--- src/prcc_pkg.sv ---
// constants, types and register map of the power, reset and clock block
package prcc_pkg;

  // ****************************************************************
  // timing
  // ****************************************************************
  localparam int CLK_PERIOD_NS = 10;
  localparam int POR_TIME_NS = 1000;
  localparam int POR_CYCLES = (POR_TIME_NS + CLK_PERIOD_NS - 1) /
                              CLK_PERIOD_NS;
  localparam int RANGING_TIME_NS = 2000;
  localparam int RNG_CYCLES = (RANGING_TIME_NS + CLK_PERIOD_NS - 1) /
                              CLK_PERIOD_NS;
  localparam logic [15:0] POR_LAST = 16'(POR_CYCLES - 1);
  localparam logic [15:0] RNG_LAST = 16'(RNG_CYCLES - 1);

  // ****************************************************************
  // register map (byte addresses)
  // ****************************************************************
  localparam int ADDR_W = 8;
  localparam logic [7:0] ADDR_PWR = 8'h00;
  localparam logic [7:0] ADDR_REGULATOR_STATUS_REG = 8'h04;
  localparam logic [7:0] ADDR_OSC = 8'h08;
  localparam logic [7:0] ADDR_CAP = 8'h0C;
  localparam logic [7:0] ADDR_PIN = 8'h10;
  localparam logic [7:0] ADDR_CARRIER_REGS_A = 8'h14;
  localparam logic [7:0] ADDR_IF = 8'h18;
  localparam logic [7:0] ADDR_LOOP = 8'h1C;
  localparam logic [7:0] ADDR_RNG = 8'h20;

  // ****************************************************************
  // field positions and reset values
  // ****************************************************************
  localparam int PM_RST_BIT = 7;
  localparam int REGULATOR_STATUS_REG_STK1_BIT = 2;
  localparam int REGULATOR_STATUS_REG_STK2_BIT = 3;
  localparam int PIN_DIS_BIT = 4;
  localparam int RANGING_START_BIT_BIT = 4;
  localparam int RNG_ERR_BIT = 5;
  localparam int BAND_BIT = 4;
  localparam logic [3:0] OSC_GM_RESET = 4'h8;
  localparam logic [5:0] OSC_CAP_RESET = 6'h00;
  localparam logic [7:0] PIN_CFG_RESET = 8'h05;
  localparam logic [31:0] CARRIER_REGS_A_RESET = 32'h0000_0000;
  localparam logic [31:0] IF_RESET = 32'h000F_4240;
  localparam logic [4:0] LOOP_RESET = 5'h00;
  localparam logic [3:0] DIV_MAX_SEL = 4'hB;
  localparam logic [1:0] RESP_OKAY = 2'h0;
  localparam logic [1:0] RESP_SLVERR = 2'h2;

  // ****************************************************************
  // types
  // ****************************************************************
  typedef enum logic [1:0] {PM_DOWN, PM_STANDBY, PM_RX, PM_TX}
    power_mode_type;
  typedef enum logic [1:0] {OP_IDLE, OP_REG_UP, OP_RUN} op_state_type;
  typedef struct packed {
    logic above_2v3;
    logic above_1v3;
  } regulator_status_reg_level_type;

endpackage

--- src/power_reset_clock_control.sv ---
// power, reset, oscillator, clock output and synthesizer control
// Operation
// - clock out is reference over 1..2048
// - ratios above one give 50% duty
// - four-bit pin config field picks ratio
// - a bit disables the clock output
// - toggling power-mode reset bit resets all but the bus and power-on state
// - low pulse on reset pin resets device
// - every reset restores register defaults
// - reset pin ignored until power-on done
// - regulator starts powered down
// - rx or tx mode powers regulator first
// - live regulator 1.3 V and 2.3 V flags
// - sticky copies catch brown-out events
// - oscillator off until power mode enables
// - four-bit oscillator transconductance field
// - six-bit crystal tuning capacitance field
// - carrier frequency set in 1 Hz steps
// - receiver shifts synthesizer by IF automatically
// - all settings reached through the slave port
// - start bit launches automatic VCO ranging
// - start bit clears at end, error reported
`timescale 1ns/1ns
module power_reset_clock_control (
  input wire logic aclk,
  input wire logic aresetn,
  input wire logic [prcc_pkg::ADDR_W-1:0] awaddr,
  input wire logic awvalid,
  output logic awready,
  input wire logic [31:0] wdata,
  input wire logic [3:0] wstrb,
  input wire logic wvalid,
  output logic wready,
  output logic [1:0] bresp,
  output logic bvalid,
  input wire logic bready,
  input wire logic [prcc_pkg::ADDR_W-1:0] araddr,
  input wire logic arvalid,
  output logic arready,
  output logic [31:0] rdata,
  output logic [1:0] rresp,
  output logic rvalid,
  input wire logic rready,
  input wire logic reset_pin_n,
  input wire prcc_pkg::regulator_status_reg_level_type regulator_status_reg_level,
  input wire logic vco_in_range,
  output logic divided_ref_clock_out,
  output logic regulator_on,
  output logic osc_enable,
  output logic rx_enable,
  output logic tx_enable,
  output logic ranging_active,
  output logic [31:0] synth_carrier_regs_a_hz,
  output logic [3:0] osc_transconductance,
  output logic [5:0] osc_tuning_cap,
  output logic band_select_bit,
  output logic [3:0] synth_loop_bits
);
  import prcc_pkg::*;

  // ****************************************************************
  // state
  // ****************************************************************
  logic [15:0] por_cnt_r;
  logic por_done_r, soft_rst_r, pin_rst, clr;
  power_mode_type pm_mode_r;
  logic pm_rst_r;
  logic [3:0] gm_r;
  logic [5:0] cap_r;
  logic [7:0] pin_cfg_r;
  logic [31:0] carrier_regs_a_r, if_r;
  logic [4:0] loop_r;
  logic [1:0] sticky_r, vprev_r;
  logic ranging_start_bit_r, rng_err_r;
  logic [15:0] rng_cnt_r;
  logic [9:0] div_cnt_r;
  logic [3:0] sel_prev_r;
  logic div_out_r, ratio_one_r, clk_en, sel_change;
  logic [9:0] div_last;
  op_state_type op_r, op_nxt;
  logic regulator_on_r, osc_enable_r, rx_enable_r, tx_enable_r;
  logic [31:0] synth_carrier_regs_a_r;
  logic aw_v_r, w_v_r, awready_r, wready_r, bvalid_r, arready_r, rvalid_r;
  logic [7:0] aw_a_r;
  logic [31:0] w_d_r, rdata_r, wm;
  logic [3:0] w_s_r;
  logic [1:0] bresp_r, rresp_r;
  logic wr_fire, rx_sel, tx_sel;

  // ****************************************************************
  // helpers
  // ****************************************************************
  function automatic logic [31:0] merge(input logic [31:0] old,
                                        input logic [31:0] nw,
                                        input logic [3:0] s);
    logic [31:0] r;
    r = old;
    for (int i = 0; i < 4; i++) begin
      if (s[i]) begin
        r[8*i +: 8] = nw[8*i +: 8];
      end
    end
    return r;
  endfunction

  // one decode serves both the read path and the write merge
  function automatic logic [32:0] word_at(input logic [7:0] a);
    logic [32:0] w;
    w = {1'b1, 32'h0000_0000};
    if (a == ADDR_PWR) begin
      w[7:0] = {pm_rst_r, 5'h00, pm_mode_r};
    end else if (a == ADDR_REGULATOR_STATUS_REG) begin
      w[3:0] = {sticky_r, regulator_status_reg_level};
    end else if (a == ADDR_OSC) begin
      w[3:0] = gm_r;
    end else if (a == ADDR_CAP) begin
      w[5:0] = cap_r;
    end else if (a == ADDR_PIN) begin
      w[7:0] = pin_cfg_r;
    end else if (a == ADDR_CARRIER_REGS_A) begin
      w[31:0] = carrier_regs_a_r;
    end else if (a == ADDR_IF) begin
      w[31:0] = if_r;
    end else if (a == ADDR_LOOP) begin
      w[4:0] = loop_r;
    end else if (a == ADDR_RNG) begin
      w[5:4] = {rng_err_r, ranging_start_bit_r};
    end else begin
      w[32] = 1'b0;
    end
    return w;
  endfunction

  // ****************************************************************
  // power-on and reset sources
  // ****************************************************************
  always_ff @(posedge aclk) begin
    if (!aresetn) begin
      por_cnt_r <= 16'h0000;
      por_done_r <= 1'b0;
    end else if (!por_done_r) begin
      if (por_cnt_r == POR_LAST) begin
        por_done_r <= 1'b1;
      end else begin
        por_cnt_r <= por_cnt_r + 16'h0001;
      end
    end
  end

  // pin is dead until power-on completes; release is its rising edge
  assign pin_rst = por_done_r & ~reset_pin_n;
  assign clr = ~aresetn | soft_rst_r | pin_rst;
  assign wr_fire = aw_v_r & w_v_r & ~bvalid_r;
  assign wm = merge(32'(word_at(aw_a_r)), w_d_r, w_s_r);

  always_ff @(posedge aclk) begin
    if (!aresetn) begin
      soft_rst_r <= 1'b0;
    end else begin
      soft_rst_r <= wr_fire && aw_a_r == ADDR_PWR && pm_rst_r &&
                    !wm[PM_RST_BIT] && !clr;
    end
  end

  // ****************************************************************
  // configuration registers
  // ****************************************************************
  always_ff @(posedge aclk) begin
    if (clr) begin
      pm_mode_r <= PM_DOWN;
      pm_rst_r <= 1'b0;
      gm_r <= OSC_GM_RESET;
      cap_r <= OSC_CAP_RESET;
      pin_cfg_r <= PIN_CFG_RESET;
      carrier_regs_a_r <= CARRIER_REGS_A_RESET;
      if_r <= IF_RESET;
      loop_r <= LOOP_RESET;
    end else if (wr_fire) begin
      if (aw_a_r == ADDR_PWR) begin
        pm_mode_r <= power_mode_type'(wm[1:0]);
        pm_rst_r <= wm[PM_RST_BIT];
      end else if (aw_a_r == ADDR_OSC) begin
        gm_r <= wm[3:0];
      end else if (aw_a_r == ADDR_CAP) begin
        cap_r <= wm[5:0];
      end else if (aw_a_r == ADDR_PIN) begin
        pin_cfg_r <= wm[7:0];
      end else if (aw_a_r == ADDR_CARRIER_REGS_A) begin
        carrier_regs_a_r <= wm;
      end else if (aw_a_r == ADDR_IF) begin
        if_r <= wm;
      end else if (aw_a_r == ADDR_LOOP) begin
        loop_r <= wm[4:0];
      end
    end
  end

  // ****************************************************************
  // regulator status: live levels and sticky brown-out flags
  // ****************************************************************
  always_ff @(posedge aclk) begin
    if (clr) begin
      sticky_r <= 2'h0;
      vprev_r <= 2'h0;
    end else begin
      vprev_r <= regulator_status_reg_level;
      // a fall in the same cycle as a clear still sets the flag
      sticky_r <= (sticky_r & ~({2{wr_fire && aw_a_r == ADDR_REGULATOR_STATUS_REG}} &
                  w_d_r[REGULATOR_STATUS_REG_STK2_BIT:REGULATOR_STATUS_REG_STK1_BIT])) |
                  (vprev_r & ~regulator_status_reg_level);
    end
  end

  // ****************************************************************
  // vco ranging
  // ****************************************************************
  always_ff @(posedge aclk) begin
    if (clr) begin
      ranging_start_bit_r <= 1'b0;
      rng_err_r <= 1'b0;
      rng_cnt_r <= 16'h0000;
    end else if (ranging_start_bit_r) begin
      if (rng_cnt_r == RNG_LAST) begin
        ranging_start_bit_r <= 1'b0;
        rng_err_r <= ~vco_in_range;
      end else begin
        rng_cnt_r <= rng_cnt_r + 16'h0001;
      end
    end else if (wr_fire && aw_a_r == ADDR_RNG && wm[RANGING_START_BIT_BIT]) begin
      ranging_start_bit_r <= 1'b1;
      rng_err_r <= 1'b0;
      rng_cnt_r <= 16'h0000;
    end
  end

  // ****************************************************************
  // reference clock divider, ratio 2**sel, sel above 11 clamps
  // ****************************************************************
  assign clk_en = ~pin_cfg_r[PIN_DIS_BIT];
  assign sel_change = pin_cfg_r[3:0] != sel_prev_r;
  assign div_last = (pin_cfg_r[3:0] >= DIV_MAX_SEL) ? 10'h3FF :
    10'((11'h001 << (pin_cfg_r[3:0] - 4'h1)) - 11'h001);

  always_ff @(posedge aclk) begin
    if (clr) begin
      div_cnt_r <= 10'h000;
      div_out_r <= 1'b0;
      sel_prev_r <= PIN_CFG_RESET[3:0];
      ratio_one_r <= 1'b0;
    end else begin
      sel_prev_r <= pin_cfg_r[3:0];
      ratio_one_r <= clk_en && pin_cfg_r[3:0] == 4'h0;
      if (!clk_en || sel_change || pin_cfg_r[3:0] == 4'h0) begin
        div_cnt_r <= 10'h000;
        div_out_r <= 1'b0;
      end else if (div_cnt_r == div_last) begin
        div_cnt_r <= 10'h000;
        div_out_r <= ~div_out_r;
      end else begin
        div_cnt_r <= div_cnt_r + 10'h001;
      end
    end
  end

  // ratio one passes the reference itself; no flop can toggle that fast
  assign divided_ref_clock_out = ratio_one_r ? aclk : div_out_r;

  // ****************************************************************
  // operating mode sequencing
  // ****************************************************************
  assign rx_sel = pm_mode_r == PM_RX;
  assign tx_sel = pm_mode_r == PM_TX;

  always_comb begin
    op_nxt = op_r;
    case (op_r)
      OP_IDLE: begin
        if (rx_sel || tx_sel) begin
          op_nxt = OP_REG_UP;
        end
      end
      OP_REG_UP: begin
        if (!(rx_sel || tx_sel)) begin
          op_nxt = OP_IDLE;
        end else if (regulator_status_reg_level.above_2v3) begin
          op_nxt = OP_RUN;
        end
      end
      default: begin
        if (!(rx_sel || tx_sel)) begin
          op_nxt = OP_IDLE;
        end
      end
    endcase
  end

  always_ff @(posedge aclk) begin
    if (clr) begin
      op_r <= OP_IDLE;
      regulator_on_r <= 1'b0;
      osc_enable_r <= 1'b0;
      rx_enable_r <= 1'b0;
      tx_enable_r <= 1'b0;
      synth_carrier_regs_a_r <= CARRIER_REGS_A_RESET;
    end else begin
      op_r <= op_nxt;
      regulator_on_r <= rx_sel || tx_sel;
      osc_enable_r <= pm_mode_r != PM_DOWN;
      rx_enable_r <= op_nxt == OP_RUN && rx_sel;
      tx_enable_r <= op_nxt == OP_RUN && tx_sel;
      synth_carrier_regs_a_r <= (op_nxt == OP_RUN && rx_sel) ? carrier_regs_a_r - if_r :
                      carrier_regs_a_r;
    end
  end

  // ****************************************************************
  // axi4-lite slave; bus state survives soft and pin resets
  // ****************************************************************
  always_ff @(posedge aclk) begin
    if (!aresetn) begin
      aw_v_r <= 1'b0;
      w_v_r <= 1'b0;
      awready_r <= 1'b1;
      wready_r <= 1'b1;
      bvalid_r <= 1'b0;
      bresp_r <= RESP_OKAY;
      aw_a_r <= 8'h00;
      w_d_r <= 32'h0000_0000;
      w_s_r <= 4'h0;
      arready_r <= 1'b1;
      rvalid_r <= 1'b0;
      rdata_r <= 32'h0000_0000;
      rresp_r <= RESP_OKAY;
    end else begin
      if (awvalid && awready_r) begin
        aw_v_r <= 1'b1;
        awready_r <= 1'b0;
        aw_a_r <= awaddr;
      end
      if (wvalid && wready_r) begin
        w_v_r <= 1'b1;
        wready_r <= 1'b0;
        w_d_r <= wdata;
        w_s_r <= wstrb;
      end
      if (wr_fire) begin
        aw_v_r <= 1'b0;
        w_v_r <= 1'b0;
        awready_r <= 1'b1;
        wready_r <= 1'b1;
        bvalid_r <= 1'b1;
        bresp_r <= word_at(aw_a_r) >> 32 != 33'h0 ? RESP_OKAY :
                   RESP_SLVERR;
      end else if (bvalid_r && bready) begin
        bvalid_r <= 1'b0;
      end
      if (arvalid && arready_r) begin
        arready_r <= 1'b0;
        rvalid_r <= 1'b1;
        rdata_r <= 32'(word_at(araddr));
        rresp_r <= word_at(araddr) >> 32 != 33'h0 ? RESP_OKAY :
                   RESP_SLVERR;
      end else if (rvalid_r && rready) begin
        rvalid_r <= 1'b0;
        arready_r <= 1'b1;
      end
    end
  end

  assign awready = awready_r;
  assign wready = wready_r;
  assign bvalid = bvalid_r;
  assign bresp = bresp_r;
  assign arready = arready_r;
  assign rvalid = rvalid_r;
  assign rdata = rdata_r;
  assign rresp = rresp_r;
  assign regulator_on = regulator_on_r;
  assign osc_enable = osc_enable_r;
  assign rx_enable = rx_enable_r;
  assign tx_enable = tx_enable_r;
  assign ranging_active = ranging_start_bit_r;
  assign synth_carrier_regs_a_hz = synth_carrier_regs_a_r;
  assign osc_transconductance = gm_r;
  assign osc_tuning_cap = cap_r;
  assign band_select_bit = loop_r[BAND_BIT];
  assign synth_loop_bits = loop_r[3:0];
endmodule

--- config.mk ---
export PLATFORM = sky130hd
export DESIGN_NAME = power_reset_clock_control
export DESIGN_NICKNAME = d
export VERILOG_FILES = /design/src/prcc_pkg.sv /design/src/power_reset_clock_control.sv
export SDC_FILE = /design/constraint.sdc
export NUM_CORES = 1
export LEC_CHECK = 0
export ABC_CLOCK_PERIOD_IN_PS = 3550
export BUFFER_PORTS_ARGS = -buffer_cell sky130_fd_sc_hd__buf_2
export CORE_UTILIZATION = 55
export CTS_CLUSTER_SIZE = 24
export DETAILED_ROUTE_END_ITERATION = 10
export GPL_TIMING_DRIVEN = 0
export PLACE_DENSITY = 0.76
export SLEW_MARGIN = 20
export SYNTH_ARGS = -nofsm -noshare
export SYNTH_HDL_FRONTEND = slang
export SYNTH_SLANG_ARGS = --single-unit
--- constraint.sdc ---
create_clock -name aclk -period 3.55 [get_ports aclk]
set_input_delay 0.71 -clock aclk [delete_from_list [all_inputs] [get_ports aclk]]
set_output_delay 0.71 -clock aclk [all_outputs]
set_load 0.01 [all_outputs]
# Word level (Yosys, flattened, before mapping)
# Cells that the tools add are included.
# totals
reg_bits,271
inputBits,63
out_inout_bits,94
wordCells,253
# op_classes
add_sub_neg,6
n_lt_le_gt_ge,1
eq_ne,26
shift,1
mux,114
bitwise_logic,25
reduce_logical,41
# ops
op,count
$mux W32,15
$mux W25,8
$mux W29,4
$mux W8,10
$mux W26,3
$eq A8 B5 Y1 const B,8
$mux W28,2
$mux W27,2
$mux W2,26
$mux W16,3
$add A16 B1 Y16 const B,2
$eq A8 B4 Y1 const B,4
$sub A32 B32 Y32,1
$mux W6,5
$mux W1,27
$mux W24,1
$mux W4,6
$eq A16 B7 Y1 const B,1
$eq A16 B8 Y1 const B,1
$eq A8 B3 Y1 const B,2
$eq A8 B6 Y1 const B,2
$logic_not A8 Y1,2
$logic_and A1 B1 Y1,15
$not A1 Y1,14
32 further kinds,50

# Depth between registers and ports, before layout
# depth
ltp_word,30
depth_mapped,16

==> flow_summary_export.csv <==
group,metric,value,unit
power,seq_power_share,46.8,%
global_route,antenna_found_initial,2,
global_route,grt_pass1_vias,12100,
global_route,grt_pass1_wl,66.7,mm
placed_design,gp_congestion,0.963,
power,swShare,24.3,%
sta,finalSetupViolations,0,
floorplanning,ioPinCount,157,
synthesis,seq_area_frac_synth,39.8,%
final_layout,fillers,2190,
power,pwr-share-comb,6.4,%
synthesis,yosysWarnings,0,
sta,fmax,0.294,GHz
synthesis,syn_area_per_cell,8.03,sq um
synthesis,netlist_instances,1684,
route,ant_nets,0,
route,drt-initial-drc-count,1371,
route,wirelength,42.5,mm
route,drc,0,
floorplanning,fp.dieArea,25200,sq um
cts,cts_setup_buffers,0,
floorplanning,die_w,159,microns
floorplanning,initial_core_util,55.8,%
synthesis,ys_async_sr_fraction,0,%
critical_path,critPathKind,"flip-flop to flip-flop",
sta,slew_headroom,33.5,%
placed_design,numPortBuffers,152,
placed_design,dp_hpwl,31.0,mm
sta,hold_violations,0,
floorplanning,fp.dieH,159,microns
sta,period_share,95.8,%
power,finalPower,6630,uW
critical_path,startpoint_type,"flip-flop",
worst_hold_path,min_to,"w_d_r[24]",
power,p_int,5020,uW
global_route,grt_use_total,33.3,%
power,pwr-share-clk,46.8,%
worst_hold_path,min-delay-start,"wdata[24]",
sta,tightestPinTransition,990,ps
power,p_switching,1610,uW
critical_path,cp_max_fo,4,
sta,finalMaxSlewViolations,0,
critical_path,worstReg2RegStart,"if_r[2]",
run,drv_cap,0,
floorplanning,num_rows,57,
route,vias_per_cell,5.96,
power,leakage,0.00612,uW
critical_path,arrival,3970,ps
final_layout,nNetsFinal,1967,
final_layout,antenna_cells,0,
final_layout,multi_input_area,7590,sq um
power,vdd_ir_drop_max,431,uV
synthesis,ys.flop_type,"dfxtp_1",
synthesis,ys_seq_elements,269,
sta,setup_tns,0,ps
critical_path,reg2reg_slack,150,ps
sta,clock_skew,28.4,ps
sta,min_period,3400,ps
final_layout,layout-drive-gt1-share,13.3,%
cts,path_clk_slew,60,ps
run_status,status,"finished, final reports clean",
sta,rsz0062_at_grt,"false",
critical_path,crit_required,4120,ps
critical_path,critPathCaptureType,"flip-flop",
floorplanning,core,24200,sq um
critical_path,reg2regPathDepth,11,
critical_path,reg2reg_to,"synth_carrier_regs_a_hz[30]",
power,powerDensity,423,nW/um^2
worst_hold_path,hold_path.class,"input port to flip-flop",
cts,clock_latency,690,ps
final_layout,finalInstanceArea,15700,sq um
route,num_vias,13200,
final_layout,area_delta_synth_final,16.0,%
cts,cts_hold_buf,0,
final_layout,ff_latch_area,5390,sq um
cts,cts_tree,"yes",
final_layout,utilization,64.7,%
route,routedWlPerCell,19.2,microns
synthesis,synth_edf_count,0,
placed_design,placed_area,14700,sq um
global_route,grt_max_degree,15,
global_route,grt_overflow,0,
route,firstDrtPassIters,6,
synthesis,synth_area,13500,sq um
synthesis,synth.distinct_cells,78,
worst_hold_path,hold_depth,3,
-- final cells by class --
type	count	area share, %
well taps	324	2.58
multi-input cells	1269	48.4
clock buffers	42	5.47
inverters	46	1.10
flip-flops and latches	269	34.3
repair buffers	151	4.82
plain buffers	99	2.48
clock inverters	12	0.829
-- critical path, cell delays in order, from the launching register on --
cell and delay [ps]:
dfxtp_1 430, inv_1 70, ha_1 330, nor2b_1 170, o2111ai_1 320, a31oi_2 170, o31ai_1 440, a31oi_2 250
a41o_1 340, o32ai_1 310, xor2_1 120, o21ai_0 320
-- how the worst max path moves through the flow --
stage                     cells past startpoint  slack [ps]         start                          end
final                                        11         150       if_r[2]  synth_carrier_regs_a_hz[30]
after global routing                         11          20       if_r[2]  synth_carrier_regs_a_hz[30]
after CTS                                    14          50  pin_cfg_r[2]                 div_cnt_r[6]
after detailed placement                     10        -280     araddr[7]                    rdata[24]
after global placement                       10        -230     araddr[7]                    rdata[24]
after floorplan                              14         580  pin_cfg_r[3]                 div_cnt_r[2]
-- state kept, by name, indices dropped and copies added (netlist names), 2 cells and up --
name,flops
w_s_r,4
w_d_r,32
loop_r,5
aw_a_r,8
op_r,2
vprev_r,2
carrier_regs_a_r,32
rdata,32
pin_cfg_r,8
osc_transconductance,4
synth_carrier_regs_a_hz,32
rng_cnt_r,16
pm_mode_r,2
sel_prev_r,4
if_r,32
div_cnt_r,10
por_cnt_r,16
sticky_r,2
osc_tuning_cap,6
-- per-stage QoR --
step | setup WS, ps | cells | hold slack [ps]
after floorplan | 581 | 1685 | 437
after global placement | -230 | 2161 | 449
after detailed placement | -277 | 2161 | 460
after CTS | 49.9 | 2214 | 256
after global routing | 19.6 | 2212 | 268
final | 150 | 2212 | 260
-- cell families after synthesis --
family,count (synthesis),synth area share [%]
compound gates,456,21.8
xor+xnor,55,3.56
fa+ha+maj,36,3.39
buf+inv,147,4.17
flops,269,39.8
mux,43,4.26
other cells,1,0.0277
simple gates,677,23.0
-- per-layer routing --
metal  track usage (%)  vias up  share of wire [%]
li1                  -     6267                  -
met1              47.2     6084                 44
met2              49.9      725                 43
met3              6.17       97                 10
met4              13.3        2                3.2
met5                 0        -              0.031
-- cell usage after synthesis (4+ instances only) --
cell / instances / area share, %
o211ai_1: 11 / 0.61
buf_1: 6 / 0.17
a221oi_1: 5 / 0.32
buf_2: 4 / 0.15
ha_1: 35 / 3.2
mux4_2: 11 / 1.8
a22oi_1: 27 / 1.5
and2_1: 50 / 2.3
nor2b_1: 18 / 0.83
a31oi_1: 11 / 0.51
nand2_1: 281 / 7.8
a211oi_1: 63 / 3.5
a211o_1: 5 / 0.32
clkbuf_1: 89 / 2.5
mux2i_1: 26 / 1.9
a21o_1: 14 / 0.78
o21bai_1: 4 / 0.22
or4_1: 5 / 0.28
xor2_1: 25 / 1.6
and3_1: 14 / 0.65
nand3b_1: 4 / 0.22
nor4_1: 9 / 0.42
o21ai_0: 74 / 2.7
or3_1: 8 / 0.37
nand2b_1: 15 / 0.69
dfxtp_1: 269 / 40
nor3_1: 25 / 0.93
nor2_1: 159 / 4.4
or2_2: 4 / 0.19
o31ai_1: 4 / 0.22
o22ai_1: 4 / 0.19
a21oi_1: 138 / 5.1
nand4_1: 11 / 0.51
nand3_1: 54 / 2.0
o21a_1: 11 / 0.61
xnor2_1: 30 / 1.9
inv_1: 46 / 1.3
mux2_2: 6 / 0.50
a21boi_0: 52 / 2.9
-- power by group through the flow --
stage / sequential, uW / clock, uW / combinational (uW)
floorplan: 3160 / 0.188 / 244
global placement: 3170 / 0.190 / 405
detailed placement: 3170 / 0.190 / 410
CTS: 3100 / 3110 / 412
global route: 3110 / 3250 / 456
finish: 3110 / 3100 / 423
-- what timing repair did --
item / CTS / global route
endpoints found under the setup margin: 11 / 15
gates resized for setup: 4 / 5
hold endpoints to repair: 0 / 0
-- placed cells by master (no fill, tap or decap), drive strengths merged, types with 6 or more instances in the layout --
cell,count
and3,14
mux2i,26
a21boi,52
nand3,55
a21oi,139
a21o,14
a211o,6
o211ai,11
clkinv,8
and2,50
or4,6
nor2b,18
clkbuf,128
nor2,159
inv,46
a211oi,63
nor3,28
xnor2,30
o21ai,77
nand2b,15
or3,8
xor2,25
nor4,10
o21a,11
mux4,11
dfxtp,269
mux2,6
a22oi,28
a31oi,11
nand2,281
ha,35
buf,164
nand4,11
(Power assumes the default switching activity.)
